## config.mk

```make
export PLATFORM = sky130hd
export DESIGN_NAME = mptc_codec
export DESIGN_NICKNAME = d
export VERILOG_FILES = /design/src/hdl/mptc_pkg.sv /design/src/hdl/mptc_codec.sv
export SDC_FILE = /design/constraint.sdc
export NUM_CORES = 1
export LEC_CHECK = 0
export ABC_AREA = 1
export BUFFER_PORTS_ARGS = -buffer_cell sky130_fd_sc_hd__buf_2
export CORE_MARGIN = 4
export CORE_UTILIZATION = 25
export DETAILED_ROUTE_END_ITERATION = 8
export HOLD_SLACK_MARGIN = 0.12
export PLACE_DENSITY = 0.5
export RECOVER_POWER = 100
export SYNTH_ARGS = -nofsm -noshare
export SYNTH_HDL_FRONTEND = slang
export SYNTH_SLANG_ARGS = --single-unit
```

## constraint.sdc

```tcl
create_clock -name ref_clk_i -period 2.1 [get_ports ref_clk_i]
set_input_delay 0.42 -clock ref_clk_i [delete_from_list [all_inputs] [get_ports ref_clk_i]]
set_output_delay 0.42 -clock ref_clk_i [all_outputs]
set_load 0.03 [all_outputs]
```

## src/hdl/mptc_pkg.sv

```systemverilog
package mptc_pkg;

  // Register byte offsets on the bus.
  localparam logic [7:0] MPTC_CTRL_OFS = 8'h00;
  localparam logic [7:0] MPTC_QUANTA_OFS = 8'h04;
  localparam logic [7:0] MPTC_STATUS_OFS = 8'h08;
  localparam logic [7:0] MPTC_COUNT_OFS = 8'h0C;

  // Control fields and reset values.
  localparam int MPTC_CTRL_FWD = 0;
  localparam int MPTC_CTRL_DUAL = 1;
  localparam int MPTC_CTRL_PGEN = 2;
  localparam logic [2:0] MPTC_CTRL_RST = 3'h5;
  localparam logic [15:0] MPTC_QUANTA_RST = 16'hFFFF;

  // Opcodes and forward-cause flag positions.
  localparam logic [2:0] MPTC_OP_REASON = 3'h0;
  localparam logic [2:0] MPTC_OP_STAMP = 3'h1;
  localparam int MPTC_CAUSE_MIRROR = 0;
  localparam int MPTC_CAUSE_LEARN = 1;
  localparam int MPTC_CAUSE_SWITCH = 2;
  localparam int MPTC_CAUSE_TERM = 3;
  localparam int MPTC_CAUSE_SNOOP = 4;
  localparam int MPTC_CAUSE_FLOOD = 5;
  localparam logic [7:0] MPTC_CAUSE_MASK = 8'h3F;
  localparam int MPTC_MAP_PORTS = 6;
  localparam int MPTC_MAP_MGMT = 8;

  // Header lengths in octets and pause frame layout.
  localparam logic [3:0] MPTC_HDR_SHORT = 4'h4;
  localparam logic [3:0] MPTC_HDR_LONG = 4'h8;
  localparam logic [4:0] MPTC_HDR_RX = 5'h04;
  localparam logic [47:0] MPTC_PAUSE_DA = 48'h0180C2000001;
  localparam logic [15:0] MPTC_PAUSE_TYPE = 16'h8808;
  localparam logic [15:0] MPTC_PAUSE_OPC = 16'h0001;
  localparam logic [4:0] MPTC_PAUSE_LEN = 5'h14;
  localparam logic [4:0] MPTC_PAUSE_MIN = 5'h12;
  localparam int MPTC_QUANTUM_SHIFT = 9;

  typedef enum logic [2:0] {
    MPTC_IDLE = 3'h0,
    MPTC_HDR = 3'h1,
    MPTC_BODY = 3'h3,
    MPTC_PTX = 3'h2,
    MPTC_DROP = 3'h6
  } mptc_state_t;

  typedef enum logic [1:0] {
    MPTC_ENC_FOLLOW = 2'h0,
    MPTC_ENC_UNTAG = 2'h1,
    MPTC_ENC_TAG = 2'h2,
    MPTC_ENC_RSVD = 2'h3
  } mptc_encap_t;

  typedef struct packed {
    logic [2:0] op;
    logic [4:0] rsvd;
    logic [7:0] class_id;
    logic [7:0] cause;
    logic [2:0] tc;
    logic [4:0] port;
  } mptc_hdr_cause_t;

  typedef struct packed {
    logic [2:0] op;
    logic [22:0] rsvd;
    logic tx;
    logic [4:0] port;
    logic [31:0] stamp;
  } mptc_hdr_stamp_t;

  typedef struct packed {
    logic [2:0] op;
    logic [2:0] tc;
    logic [1:0] te;
    logic ts;
    logic [22:0] map;
  } mptc_hdr_in_t;

  typedef struct packed {
    logic [2:0] op;
    logic class_valid;
    logic [7:0] class_id;
    logic [7:0] cause;
    logic [2:0] tc;
    logic [4:0] in_port;
    logic from_wan;
    logic stamp_tx;
    logic [4:0] stamp_port;
    logic [31:0] stamp;
  } mptc_eg_meta_t;

  typedef struct packed {
    logic [2:0] op;
    logic lookup;
    logic [2:0] tc;
    mptc_encap_t encap;
    logic ts_req;
    logic [6:0] egress_map;
    logic err;
  } mptc_ing_hdr_t;

endpackage

```

## src/hdl/mptc_codec.sv

```systemverilog
// The placing of the registers and the AHB-Lite slave port are this design's own decisions.
`timescale 1ns/1ps
module mptc_codec import mptc_pkg::*; #(
  parameter logic [47:0] OWN_MAC = 48'h020000000001
) (
  // Clock and reset.
  input wire logic ref_clk_i,
  input wire logic nrst_i,
  // AHB-Lite slave.
  input wire logic hsel_i,
  input wire logic [31:0] haddr_i,
  input wire logic [1:0] htrans_i,
  input wire logic hwrite_i,
  input wire logic [2:0] hsize_i,
  input wire logic [31:0] hwdata_i,
  input wire logic hready_i,
  output logic [31:0] hrdata_o,
  output logic hreadyout_o,
  output logic hresp_o,
  // Management link.
  input wire logic link_clk_i,
  input wire logic link_rxd_i,
  input wire logic link_rxdv_i,
  output logic link_txd_o,
  output logic link_txen_o,
  // Frames from the switch toward the CPU.
  input wire logic eg_valid_i,
  input wire logic [7:0] eg_data_i,
  input wire logic eg_last_i,
  input wire mptc_eg_meta_t eg_meta_i,
  output logic eg_ready_o,
  output logic eg_redirect_o,
  // Frames from the CPU into the switch.
  output logic ing_valid_o,
  output logic [7:0] ing_data_o,
  output logic ing_end_o,
  output logic ing_hdr_vld_o,
  output mptc_ing_hdr_t ing_hdr_o,
  // Buffer congestion from the switch core.
  input wire logic xoff_i
);

  function automatic logic [7:0] pause_byte(input logic [4:0] idx,
                                            input logic [15:0] q);
    logic [159:0] f;
    f = {MPTC_PAUSE_DA, OWN_MAC, MPTC_PAUSE_TYPE, MPTC_PAUSE_OPC, q, 16'h0};
    return f[159 - 8 * int'(idx) -: 8];
  endfunction

  function automatic logic [63:0] mk_hdr(input mptc_eg_meta_t m);
    mptc_hdr_cause_t c;
    mptc_hdr_stamp_t s;
    c.op = m.op;
    c.rsvd = '0;
    c.class_id = m.class_valid ? m.class_id : 8'h00;
    c.cause = m.cause & MPTC_CAUSE_MASK;
    c.tc = m.tc;
    c.port = m.in_port;
    s.op = m.op;
    s.rsvd = '0;
    s.tx = m.stamp_tx;
    s.port = m.stamp_port;
    s.stamp = m.stamp;
    return (m.op == MPTC_OP_STAMP) ? s : {c, 32'h0};
  endfunction

  logic [2:0] lclk_q;
  logic [1:0] rxd_q;
  logic [1:0] dv_q;
  logic dv_prev_q;
  logic rise, fall, endf;
  mptc_state_t st_q;
  logic [2:0] bit_q;
  logic [7:0] cur_q;
  logic [63:0] hdr_q;
  logic [3:0] hcnt_q;
  logic [4:0] pidx_q;
  logic [15:0] pq_q;
  logic txd_q, txen_q, redir_q;
  logic [7:0] hold_q;
  logic hold_full_q, lastin_q, eg_ready_q;
  logic fire, take, fwd_ok, to_p5, start;
  logic pgen_q, xoff_prev_q;
  logic [15:0] pend_q;
  logic [24:0] pcnt_q;
  logic [2:0] rbit_q;
  logic [7:0] rbyte_q, nb;
  logic [4:0] ridx_q;
  logic [31:0] hdrw_q;
  logic pm_q, bdone;
  logic [15:0] rq_q;
  logic ing_valid_q, ing_end_q, ing_hdr_vld_q;
  logic [7:0] ing_data_q;
  mptc_ing_hdr_t ing_hdr_q;
  mptc_hdr_in_t hin;
  logic [2:0] ctrl_q;
  logic [15:0] quanta_q;
  logic [15:0] txcnt_q, rxcnt_q, dropcnt_q;
  logic wr_q, rd_q, hready_q;
  logic [7:0] a_q;
  logic [31:0] hrdata_q, rdmux;
  logic ap;
  logic [7:0] pbyte;

  assign pbyte = pause_byte(pidx_q, pq_q);

  // Link clock and receive pins are resynchronised before use.
  always_ff @(posedge ref_clk_i or negedge nrst_i) begin
    if (!nrst_i) begin
      lclk_q <= '0;
      rxd_q <= '0;
      dv_q <= '0;
      dv_prev_q <= 1'b0;
    end else begin
      lclk_q <= {lclk_q[1:0], link_clk_i};
      rxd_q <= {rxd_q[0], link_rxd_i};
      dv_q <= {dv_q[0], link_rxdv_i};
      dv_prev_q <= dv_q[1];
    end
  end

  assign rise = lclk_q[1] & ~lclk_q[2];
  assign fall = ~lclk_q[1] & lclk_q[2];
  assign endf = dv_prev_q & ~dv_q[1];
  assign fire = eg_valid_i & eg_ready_q;
  assign take = fall & (bit_q == 3'h0) & (st_q == MPTC_BODY) & hold_full_q;
  assign fwd_ok = ctrl_q[MPTC_CTRL_FWD] |
                  eg_meta_i.cause[MPTC_CAUSE_MIRROR];
  assign to_p5 = ctrl_q[MPTC_CTRL_DUAL] & eg_meta_i.from_wan;
  assign start = fall & (st_q == MPTC_IDLE) & ~pgen_q & eg_valid_i &
                 (pcnt_q == '0) & fwd_ok & ~to_p5;

  // Transmit sequencer; data frames wait on receive only while a received pause is obeyed, never on other receive activity.
  always_ff @(posedge ref_clk_i or negedge nrst_i) begin
    if (!nrst_i) begin
      st_q <= MPTC_IDLE;
      bit_q <= '0;
      cur_q <= '0;
      hdr_q <= '0;
      hcnt_q <= '0;
      pidx_q <= '0;
      pq_q <= '0;
      txd_q <= 1'b0;
      txen_q <= 1'b0;
      redir_q <= 1'b0;
    end else begin
      redir_q <= 1'b0;
      if (st_q == MPTC_DROP) begin
        if (fire && eg_last_i) begin
          st_q <= MPTC_IDLE;
        end
      end else if (fall && bit_q != 3'h0) begin
        txd_q <= cur_q[bit_q];
        bit_q <= 3'(bit_q + 3'h1);
      end else if (fall) begin
        unique case (st_q)
          MPTC_IDLE: begin
            txen_q <= 1'b0;
            if (pgen_q) begin
              st_q <= MPTC_PTX;
              pidx_q <= '0;
              pq_q <= pend_q;
            end else if (eg_valid_i && pcnt_q == '0) begin
              if (fwd_ok && !to_p5) begin
                st_q <= MPTC_HDR;
                hdr_q <= mk_hdr(eg_meta_i);
                hcnt_q <= (eg_meta_i.op == MPTC_OP_STAMP) ?
                          MPTC_HDR_LONG : MPTC_HDR_SHORT;
              end else begin
                st_q <= MPTC_DROP;
                redir_q <= to_p5;
              end
            end
          end
          MPTC_HDR: begin
            cur_q <= hdr_q[63:56];
            txd_q <= hdr_q[56];
            txen_q <= 1'b1;
            bit_q <= 3'h1;
            hdr_q <= {hdr_q[55:0], 8'h00};
            hcnt_q <= 4'(hcnt_q - 4'h1);
            if (hcnt_q == 4'h1) begin
              st_q <= MPTC_BODY;
            end
          end
          MPTC_BODY: begin
            if (hold_full_q) begin
              cur_q <= hold_q;
              txd_q <= hold_q[0];
              bit_q <= 3'h1;
            end else if (lastin_q) begin
              txen_q <= 1'b0;
              st_q <= MPTC_IDLE;
            end
          end
          MPTC_PTX: begin
            if (pidx_q == MPTC_PAUSE_LEN) begin
              txen_q <= 1'b0;
              st_q <= MPTC_IDLE;
            end else begin
              cur_q <= pbyte;
              txd_q <= pbyte[0];
              txen_q <= 1'b1;
              bit_q <= 3'h1;
              pidx_q <= 5'(pidx_q + 5'h01);
            end
          end
          default: st_q <= MPTC_IDLE;
        endcase
      end
    end
  end

  // One-octet holding stage between the core stream and the serialiser.
  always_ff @(posedge ref_clk_i or negedge nrst_i) begin
    if (!nrst_i) begin
      hold_q <= '0;
      hold_full_q <= 1'b0;
      lastin_q <= 1'b0;
      eg_ready_q <= 1'b0;
    end else begin
      if (fire && st_q != MPTC_DROP) begin
        hold_q <= eg_data_i;
        hold_full_q <= 1'b1;
      end else if (take) begin
        hold_full_q <= 1'b0;
      end
      if (st_q == MPTC_IDLE) begin
        lastin_q <= 1'b0;
      end else if (fire && eg_last_i) begin
        lastin_q <= 1'b1;
      end
      if (st_q == MPTC_DROP) begin
        eg_ready_q <= !(fire && eg_last_i);
      end else begin
        eg_ready_q <= (st_q == MPTC_HDR || st_q == MPTC_BODY) && !lastin_q &&
                      !fire && !hold_full_q;
      end
    end
  end

  // Pause generation on each change of core congestion.
  always_ff @(posedge ref_clk_i or negedge nrst_i) begin
    if (!nrst_i) begin
      pgen_q <= 1'b0;
      pend_q <= '0;
      xoff_prev_q <= 1'b0;
    end else begin
      xoff_prev_q <= xoff_i;
      if (xoff_i != xoff_prev_q && ctrl_q[MPTC_CTRL_PGEN]) begin
        pgen_q <= 1'b1;
        pend_q <= xoff_i ? quanta_q : 16'h0000;
      end else if (fall && st_q == MPTC_IDLE) begin
        pgen_q <= 1'b0;
      end
    end
  end

  // Pause obedience counted in link bit times.
  always_ff @(posedge ref_clk_i or negedge nrst_i) begin
    if (!nrst_i) begin
      pcnt_q <= '0;
    end else if (endf && pm_q && ridx_q >= MPTC_PAUSE_MIN) begin
      pcnt_q <= {rq_q, 9'h000} << (MPTC_QUANTUM_SHIFT - 9);
    end else if (rise && pcnt_q != '0) begin
      pcnt_q <= 25'(pcnt_q - 25'h1);
    end
  end

  assign nb = {rxd_q[1], rbyte_q[7:1]};
  assign bdone = rise & dv_q[1] & (rbit_q == 3'h7);
  assign hin = {hdrw_q[23:0], nb};

  // Receive deserialiser, pause recogniser and header parser.
  always_ff @(posedge ref_clk_i or negedge nrst_i) begin
    if (!nrst_i) begin
      rbit_q <= '0;
      rbyte_q <= '0;
      ridx_q <= '0;
      hdrw_q <= '0;
      pm_q <= 1'b0;
      rq_q <= '0;
    end else if (endf) begin
      rbit_q <= '0;
      ridx_q <= '0;
    end else if (rise && dv_q[1]) begin
      rbyte_q <= nb;
      rbit_q <= 3'(rbit_q + 3'h1);
      if (bdone) begin
        ridx_q <= (ridx_q == 5'h1F) ? ridx_q : 5'(ridx_q + 5'h01);
        if (ridx_q < MPTC_HDR_RX) begin
          hdrw_q <= hin;
        end
        if (ridx_q == 5'h00) begin
          pm_q <= (nb == pause_byte(ridx_q, 16'h0000));
        end else if (ridx_q < 5'h06 || (ridx_q >= 5'h0C && ridx_q < 5'h10)) begin
          pm_q <= pm_q & (nb == pause_byte(ridx_q, 16'h0000));
        end
        // Only the pause-time octets of the frame feed the quanta.
        if (ridx_q == 5'h10 || ridx_q == 5'h11) begin
          rq_q <= {rq_q[7:0], nb};
        end
      end
    end
  end

  // Frames toward the switch lose their header; pause frames end here.
  always_ff @(posedge ref_clk_i or negedge nrst_i) begin
    if (!nrst_i) begin
      ing_valid_q <= 1'b0;
      ing_data_q <= '0;
      ing_end_q <= 1'b0;
      ing_hdr_vld_q <= 1'b0;
      ing_hdr_q <= '0;
    end else begin
      ing_valid_q <= bdone && ridx_q >= MPTC_HDR_RX && !pm_q;
      ing_end_q <= endf && ridx_q >= MPTC_HDR_RX && !pm_q;
      ing_hdr_vld_q <= bdone && ridx_q == 5'h03 && !pm_q;
      if (bdone) begin
        ing_data_q <= nb;
      end
      if (bdone && ridx_q == 5'h03) begin
        ing_hdr_q.op <= hin.op;
        ing_hdr_q.lookup <= hin.op == MPTC_OP_REASON;
        ing_hdr_q.tc <= hin.tc;
        ing_hdr_q.encap <= mptc_encap_t'(hin.te);
        ing_hdr_q.ts_req <= hin.op == MPTC_OP_STAMP && hin.ts;
        ing_hdr_q.egress_map <= (hin.op == MPTC_OP_STAMP) ?
            {hin.map[MPTC_MAP_MGMT], hin.map[MPTC_MAP_PORTS-1:0]} :
            7'h00;
        ing_hdr_q.err <= hin.op != MPTC_OP_REASON && hin.op != MPTC_OP_STAMP;
      end
    end
  end

  // Frame statistics.
  always_ff @(posedge ref_clk_i or negedge nrst_i) begin
    if (!nrst_i) begin
      txcnt_q <= '0;
      rxcnt_q <= '0;
      dropcnt_q <= '0;
    end else begin
      if (start) begin
        txcnt_q <= 16'(txcnt_q + 16'h1);
      end
      if (ing_end_q) begin
        rxcnt_q <= 16'(rxcnt_q + 16'h1);
      end
      if (fall && st_q == MPTC_IDLE && !pgen_q && eg_valid_i &&
          pcnt_q == '0 && !(fwd_ok && !to_p5)) begin
        dropcnt_q <= 16'(dropcnt_q + 16'h1);
      end
    end
  end

  assign ap = hsel_i & hready_i & htrans_i[1];

  always_comb begin
    unique case (a_q)
      MPTC_CTRL_OFS: rdmux = {29'h0, ctrl_q};
      MPTC_QUANTA_OFS: rdmux = {16'h0, quanta_q};
      MPTC_STATUS_OFS: rdmux = {dropcnt_q, 14'h0, txen_q, pcnt_q != '0};
      MPTC_COUNT_OFS: rdmux = {rxcnt_q, txcnt_q};
      default: rdmux = 32'h0;
    endcase
  end

  // Bus slave: writes finish at once, reads take one wait state.
  always_ff @(posedge ref_clk_i or negedge nrst_i) begin
    if (!nrst_i) begin
      wr_q <= 1'b0;
      rd_q <= 1'b0;
      a_q <= '0;
      hready_q <= 1'b1;
      hrdata_q <= '0;
      ctrl_q <= MPTC_CTRL_RST;
      quanta_q <= MPTC_QUANTA_RST;
    end else begin
      wr_q <= ap & hwrite_i;
      rd_q <= ap & ~hwrite_i;
      hready_q <= !(ap && !hwrite_i);
      if (ap) begin
        a_q <= haddr_i[7:0];
      end
      if (rd_q) begin
        hrdata_q <= rdmux;
      end
      if (wr_q && a_q == MPTC_CTRL_OFS) begin
        ctrl_q <= hwdata_i[2:0];
      end
      if (wr_q && a_q == MPTC_QUANTA_OFS) begin
        quanta_q <= hwdata_i[15:0];
      end
    end
  end

  assign hrdata_o = hrdata_q;
  assign hreadyout_o = hready_q;
  assign hresp_o = 1'b0 & hsize_i[0];
  assign link_txd_o = txd_q;
  assign link_txen_o = txen_q;
  assign eg_ready_o = eg_ready_q;
  assign eg_redirect_o = redir_q;
  assign ing_valid_o = ing_valid_q;
  assign ing_data_o = ing_data_q;
  assign ing_end_o = ing_end_q;
  assign ing_hdr_vld_o = ing_hdr_vld_q;
  assign ing_hdr_o = ing_hdr_q;
endmodule // mptc_codec

```

---- After elaboration in Yosys (flattened, before gate mapping) ----
Index checks and enable logic that the tools add are counted.
storage, ports and cells
  memories kept ........................... 0
  input bits .............................. 155
  output and inout port bits .............. 67
  word-level logic and storage cells ...... 288
  bits in read-only memories .............. 0
  memory bits (writable) .................. 0
  register bits ........................... 364
  bits in latches ......................... 0
operators by class
  bitwise logic cells ..................... 31
  equal/unequal tests ..................... 38
  $add $sub $neg .......................... 11
  reduce and logical (&&, ||, !) cells .... 78
  divide/modulo/power cells ............... 0
  multipliers ............................. 0
  magnitude comparators ................... 7
  mux-type cells .......................... 72
  shift-type cells ........................ 2
operators with widths
  operator                    count
  $mux W64                    3
  $shiftx A167 B9 Y8          1
  $shiftx A167 B9 Y8 const A  1
  $pmux W32 S4                1
  $pmux W64 S2                1
  $mux W56                    1
  $mux W3                     17
  $mux W25                    2
  $add A16 B1 Y16 const B     3
  $logic_and A1 B1 Y1         30
  $mux W5                     6
  $logic_not A25 Y1           1
  $reduce_bool A25 Y1         1
  $sub A25 B1 Y25 const B     1
  $mux W1                     24
  $mux W8                     3
  $pmux W8 S3                 1
  $reduce_bool A2 Y1          11
  $and A1 B1 Y1               21
  $ne A3 B3 Y1 const B        7
  $eq A5 B5 Y1 const B        4
  $ne A2 B2 Y1 const B        9
  $reduce_and A6 Y1           3
  $sub A8 B8 Y9 const A       2
  other kinds (46)            85

---- Depth between registers and ports, before layout ----
  word-level depth ........................ 10
  depth in mapped cells ................... 14
  depth with buffers taken out ............ 13

---- Least setup slack after synthesis ----
No wires, ideal clock.
  path kind ............................... register to register
  start ................................... register bit_q[0]
  end ..................................... register hdr_q[14]
  slack ................................... 0.107 ns
  clock period less this slack ............ 1.993 ns
  path buffers ............................ 2
  stages on the path, launching flop included .. 14
  library setup time ...................... 0.130 ns
  data arrival time ....................... 1.862 ns
  required time ........................... 1.970 ns
  cell sequence ........................... dfrtp_1 > inv_1 > ha_1 > nand2_1 > nor2_1 > inv_1 > nor2_4 > inv_2 > a211oi_2 > nand2_4 > buf_12 > buf_12 > nand2_1 > o21ai_1
between the ends
  word-level cells in the longest chain between the ends .. 4
ends and longest elaborated chain
  what                         line               text
  start, declared              mptc_codec.sv:73   logic [2:0] bit_q;
  start signal, assigned       mptc_codec.sv:154  bit_q <= 3'(bit_q + 3'h1);
  $reduce_bool A3 Y1           mptc_codec.sv:152  end else if (fall && bit_q != 3'h0) begin
  $logic_and A1 B1 Y1          mptc_codec.sv:152
  $not A1 Y1 (no line)         --
  $reduce_and A7 Y1 (no line)  --
  end signal, assigned         mptc_codec.sv:166  hdr_q <= mk_hdr(eg_meta_i);
  end signal, assigned         mptc_codec.sv:180  hdr_q <= {hdr_q[55:0], 8'h00};
  end, declared                mptc_codec.sv:75   logic [63:0] hdr_q;
Every way passes these cells.
A chain may end at the register's enable or synchronous reset.

---- Worst setup path after layout ----
  start ................................... register bit_q[0]
  end ..................................... register hdr_q[30]
Same word-level chain as after synthesis.

==> results.ini <==
[synthesis]
syn-num-nets=2251
synth_area_per_cell_um2=8.41
synthCells=2073
yosysTopAreaCell=dfrtp_1
synth_edf_count=0
yosysMostFrequentCell=nand2_1
synth_area_mm2=0.0174
yosysUniqueCellTypes=55
yosysTopAreaCellShare_pct=49.4
ys_seq_area_share_pct=52.2
synth_common_cells=623 x nand2_1, 344 x dfrtp_1, 195 x inv_1
yosys-top-cells-area=dfrtp_1 49%, nand2_1 13%, o21ai_0 5.1%
synth_warnings=0
synthArstFlopShare_pct=100
synth_top_flop_cell=dfrtp_1
ys_ff_latch=363

[sta]
drv_slew=0
rsz0062_at_grt=true
maxSlewHeadroom_pct=43.1
finalCriticalPeriod_ps=2000
fin_hold_ws_ps=157
worst_slew_pin_slew_ps=854
fin_skew_ps=39.8
setup_ws_ps=96.2
setup-violations-final=0
max_freq_mhz=499
hold_viol=0
period_share_pct=95.4

[run_status]
status=finished clean

[cts]
cts_tree=built
clk_path_buf_depth=3
insertion_delay_ps=590
cts-buffers-inserted=43
cts.sinks=363
htree_levels=2
path_clk_slew_ps=60
cts-root-buf=clkbuf_16

[placed_design]
dp.cells=3186
place.gp.congestion=0.859
dp_hpwl_um=34800
post-place-ws_ps=52.3
port_buffers=174
placedInstanceArea_mm2=0.0199

[floorplanning]
dieWidth_um=272
initial_utilization_pct=25.3
fp.dieH_um=272
dieArea_mm2=0.0740
row_count=96
coreArea_mm2=0.0688
io-pin-count=222

[critical_path]
cp-start-kind=flop
r2r_cells=13
worstPathArrival_ps=2470
r2r-start=bit_q[0]
crit_path_end_kind=flop
crit_path_end=hdr_q[30]
r2r_end=hdr_q[30]
cp_max_fo=25
critPathLaunch=bit_q[0]
r2r_slack_ps=100
critical_path_class=reg -> reg
cp.required_ps=2570

[route]
vias=14900
wl_per_cell_um=14.7
drt-total-wl_um=49000
drt_iter0_drc=796
dr.pass1.iters=5
drtAntennaViolNets=0
drc=0
avgViaCountPerCell=4.46

[global_route]
use_met1_pct=17.6
grt_pass1_wl_um=78500
antenna_found_initial=5
grt_max_degree=54
use_met3_pct=2.40
grt_pass1_vias=15000
grt_usage_pct=12.7
busiest_layer=met2
gr-usage-met2_pct=20.6
grt-ovfl-total=0

[pwr]
power_frac_seq_pct=42.6
power.density_mw_per_mm2=937
p_switching_w=0.00623
p_int_w=0.0144
p_total_w=0.0207
p_sw_share_pct=30.2
combPwrFrac_pct=18.3
p_clk_share_pct=39.0
p_leak_nw=10.7
peakVddDrop_uv=569

[finish]
layout-drive-gt1-share_pct=15.4
final_cells=3338
multiInputGateArea_mm2=0.00721
design_area_mm2=0.0220
fillers=7217
register_area_mm2=0.00911
num-nets-final=2550
area_growth_pct=26.4

[run]
maxCapViolCount=0

[worst_hold_path]
hold_path_depth=3
hold_class=in -> reg

[layer usage]
| metal | vias to the layer above | wire length [µm] |
|---|---|---|
| met5 | - | 13 |
| met1 | 7127 | 23400 |
| met2 | 323 | 22300 |
| met4 | 2 | 965 |
| li1 | 7363 | - |
| met3 | 64 | 2340 |
[cells in the final DEF (no fill, tap or decap), types with 8 or more instances in the layout]
cell type / instances
clkbuf_16: 46
xor2_1: 54
o211ai_1: 12
nand2_1: 620
o21ai_0: 173
nand3_1: 101
a22oi_1: 24
clkbuf_1: 86
clkbuf_4: 8
ha_1: 23
dfstp_2: 19
dfrtp_1: 341
buf_4: 51
mux2_2: 22
o21ai_1: 48
nor3_1: 21
buf_2: 108
nor2_4: 9
inv_2: 14
clkbuf_8: 8
nand4_1: 39
dlygate4sd3_1: 60
o22ai_1: 38
nor2_1: 131
nor2_2: 11
a21oi_1: 34
inv_1: 191
[flip-flops by register name (all words and copies together) (netlist names), 16 cells and up]
name / flops
quanta_q: 16
rxcnt_q: 16
hdrw_q: 24
pend_q: 16
ing_hdr_o: 18
pcnt_q: 25
txcnt_q: 16
rq_q: 16
dropcnt_q: 16
hrdata_o: 32
hdr_q: 64
pq_q: 16
[cell type report]
cell class,count,area share [%]
Inverter,208,3.55
Clock buffer,60,5.53
Timing Repair Buffer,328,10.1
Antenna cell,3,0.0341
Clock inverter,17,1.47
Multi-Input combinational cell,1428,32.7
Sequential cell,363,41.3
Tap cell,931,5.28
[what timing repair did]
action,in CTS,in global routing
setup buffers,0,5
pin swaps,0,4
hold buffers,60,0
hold endpoints to repair,103,0
endpoints found under the setup margin,1,96
gates cloned,0,7
gates resized for setup,1,35
[critical path, stage by stage, from the launching register on]
cell      delay [ps]
dfrtp_1          380
inv_1             80
ha_1             150
nand2_1           80
nor2_2           140
inv_2             70
nor2_4            90
inv_2             70
a211oi_4         210
buf_6            180
nand2_8          100
buf_16           180
nand2_1           60
o21ai_0           80
[per-stage QoR]
step	utilization [%]	setup TNS (ps)
CTS	32.0	0
global placement	28.9	0
detailed placement	28.9	0
floorplan	-	0
finish	32.0	0
global route	32.0	-110
[cells by family after synthesis]
logic type      share of synthesized area, %
compound gates                          11.3
xor+xnor                                3.06
fa+ha+maj                               1.65
buf+inv                                 6.95
flops                                   52.2
mux                                     1.48
other cells                           0.0215
simple gates                            23.3
[how the worst min path moves through the flow]
stage	start	slack (ps)	to
2_1_floorplan	nrst_i	120	a_q[0]
3_3_place_gp	rxd_q[0]	340	rxd_q[1]
3_5_place_dp	dv_q[0]	330	dv_q[1]
4_1_cts	eg_meta_i[27]	120	hdr_q[27]
5_1_grt	eg_meta_i[31]	160	hdr_q[31]
6_report	eg_meta_i[31]	160	hdr_q[31]
[power groups by stage]
stage	logic (W)	clock network (W)	registers (W)
after floorplan	0.00248	0	0.00876
after global routing	0.00439	0.00863	0.00894
after detailed placement	0.00371	0	0.00890
after global placement	0.00364	0	0.00888
after CTS	0.00382	0.00835	0.00879
final	0.00379	0.00806	0.00880
No activity file was read; power rests on OpenSTA's default activity.
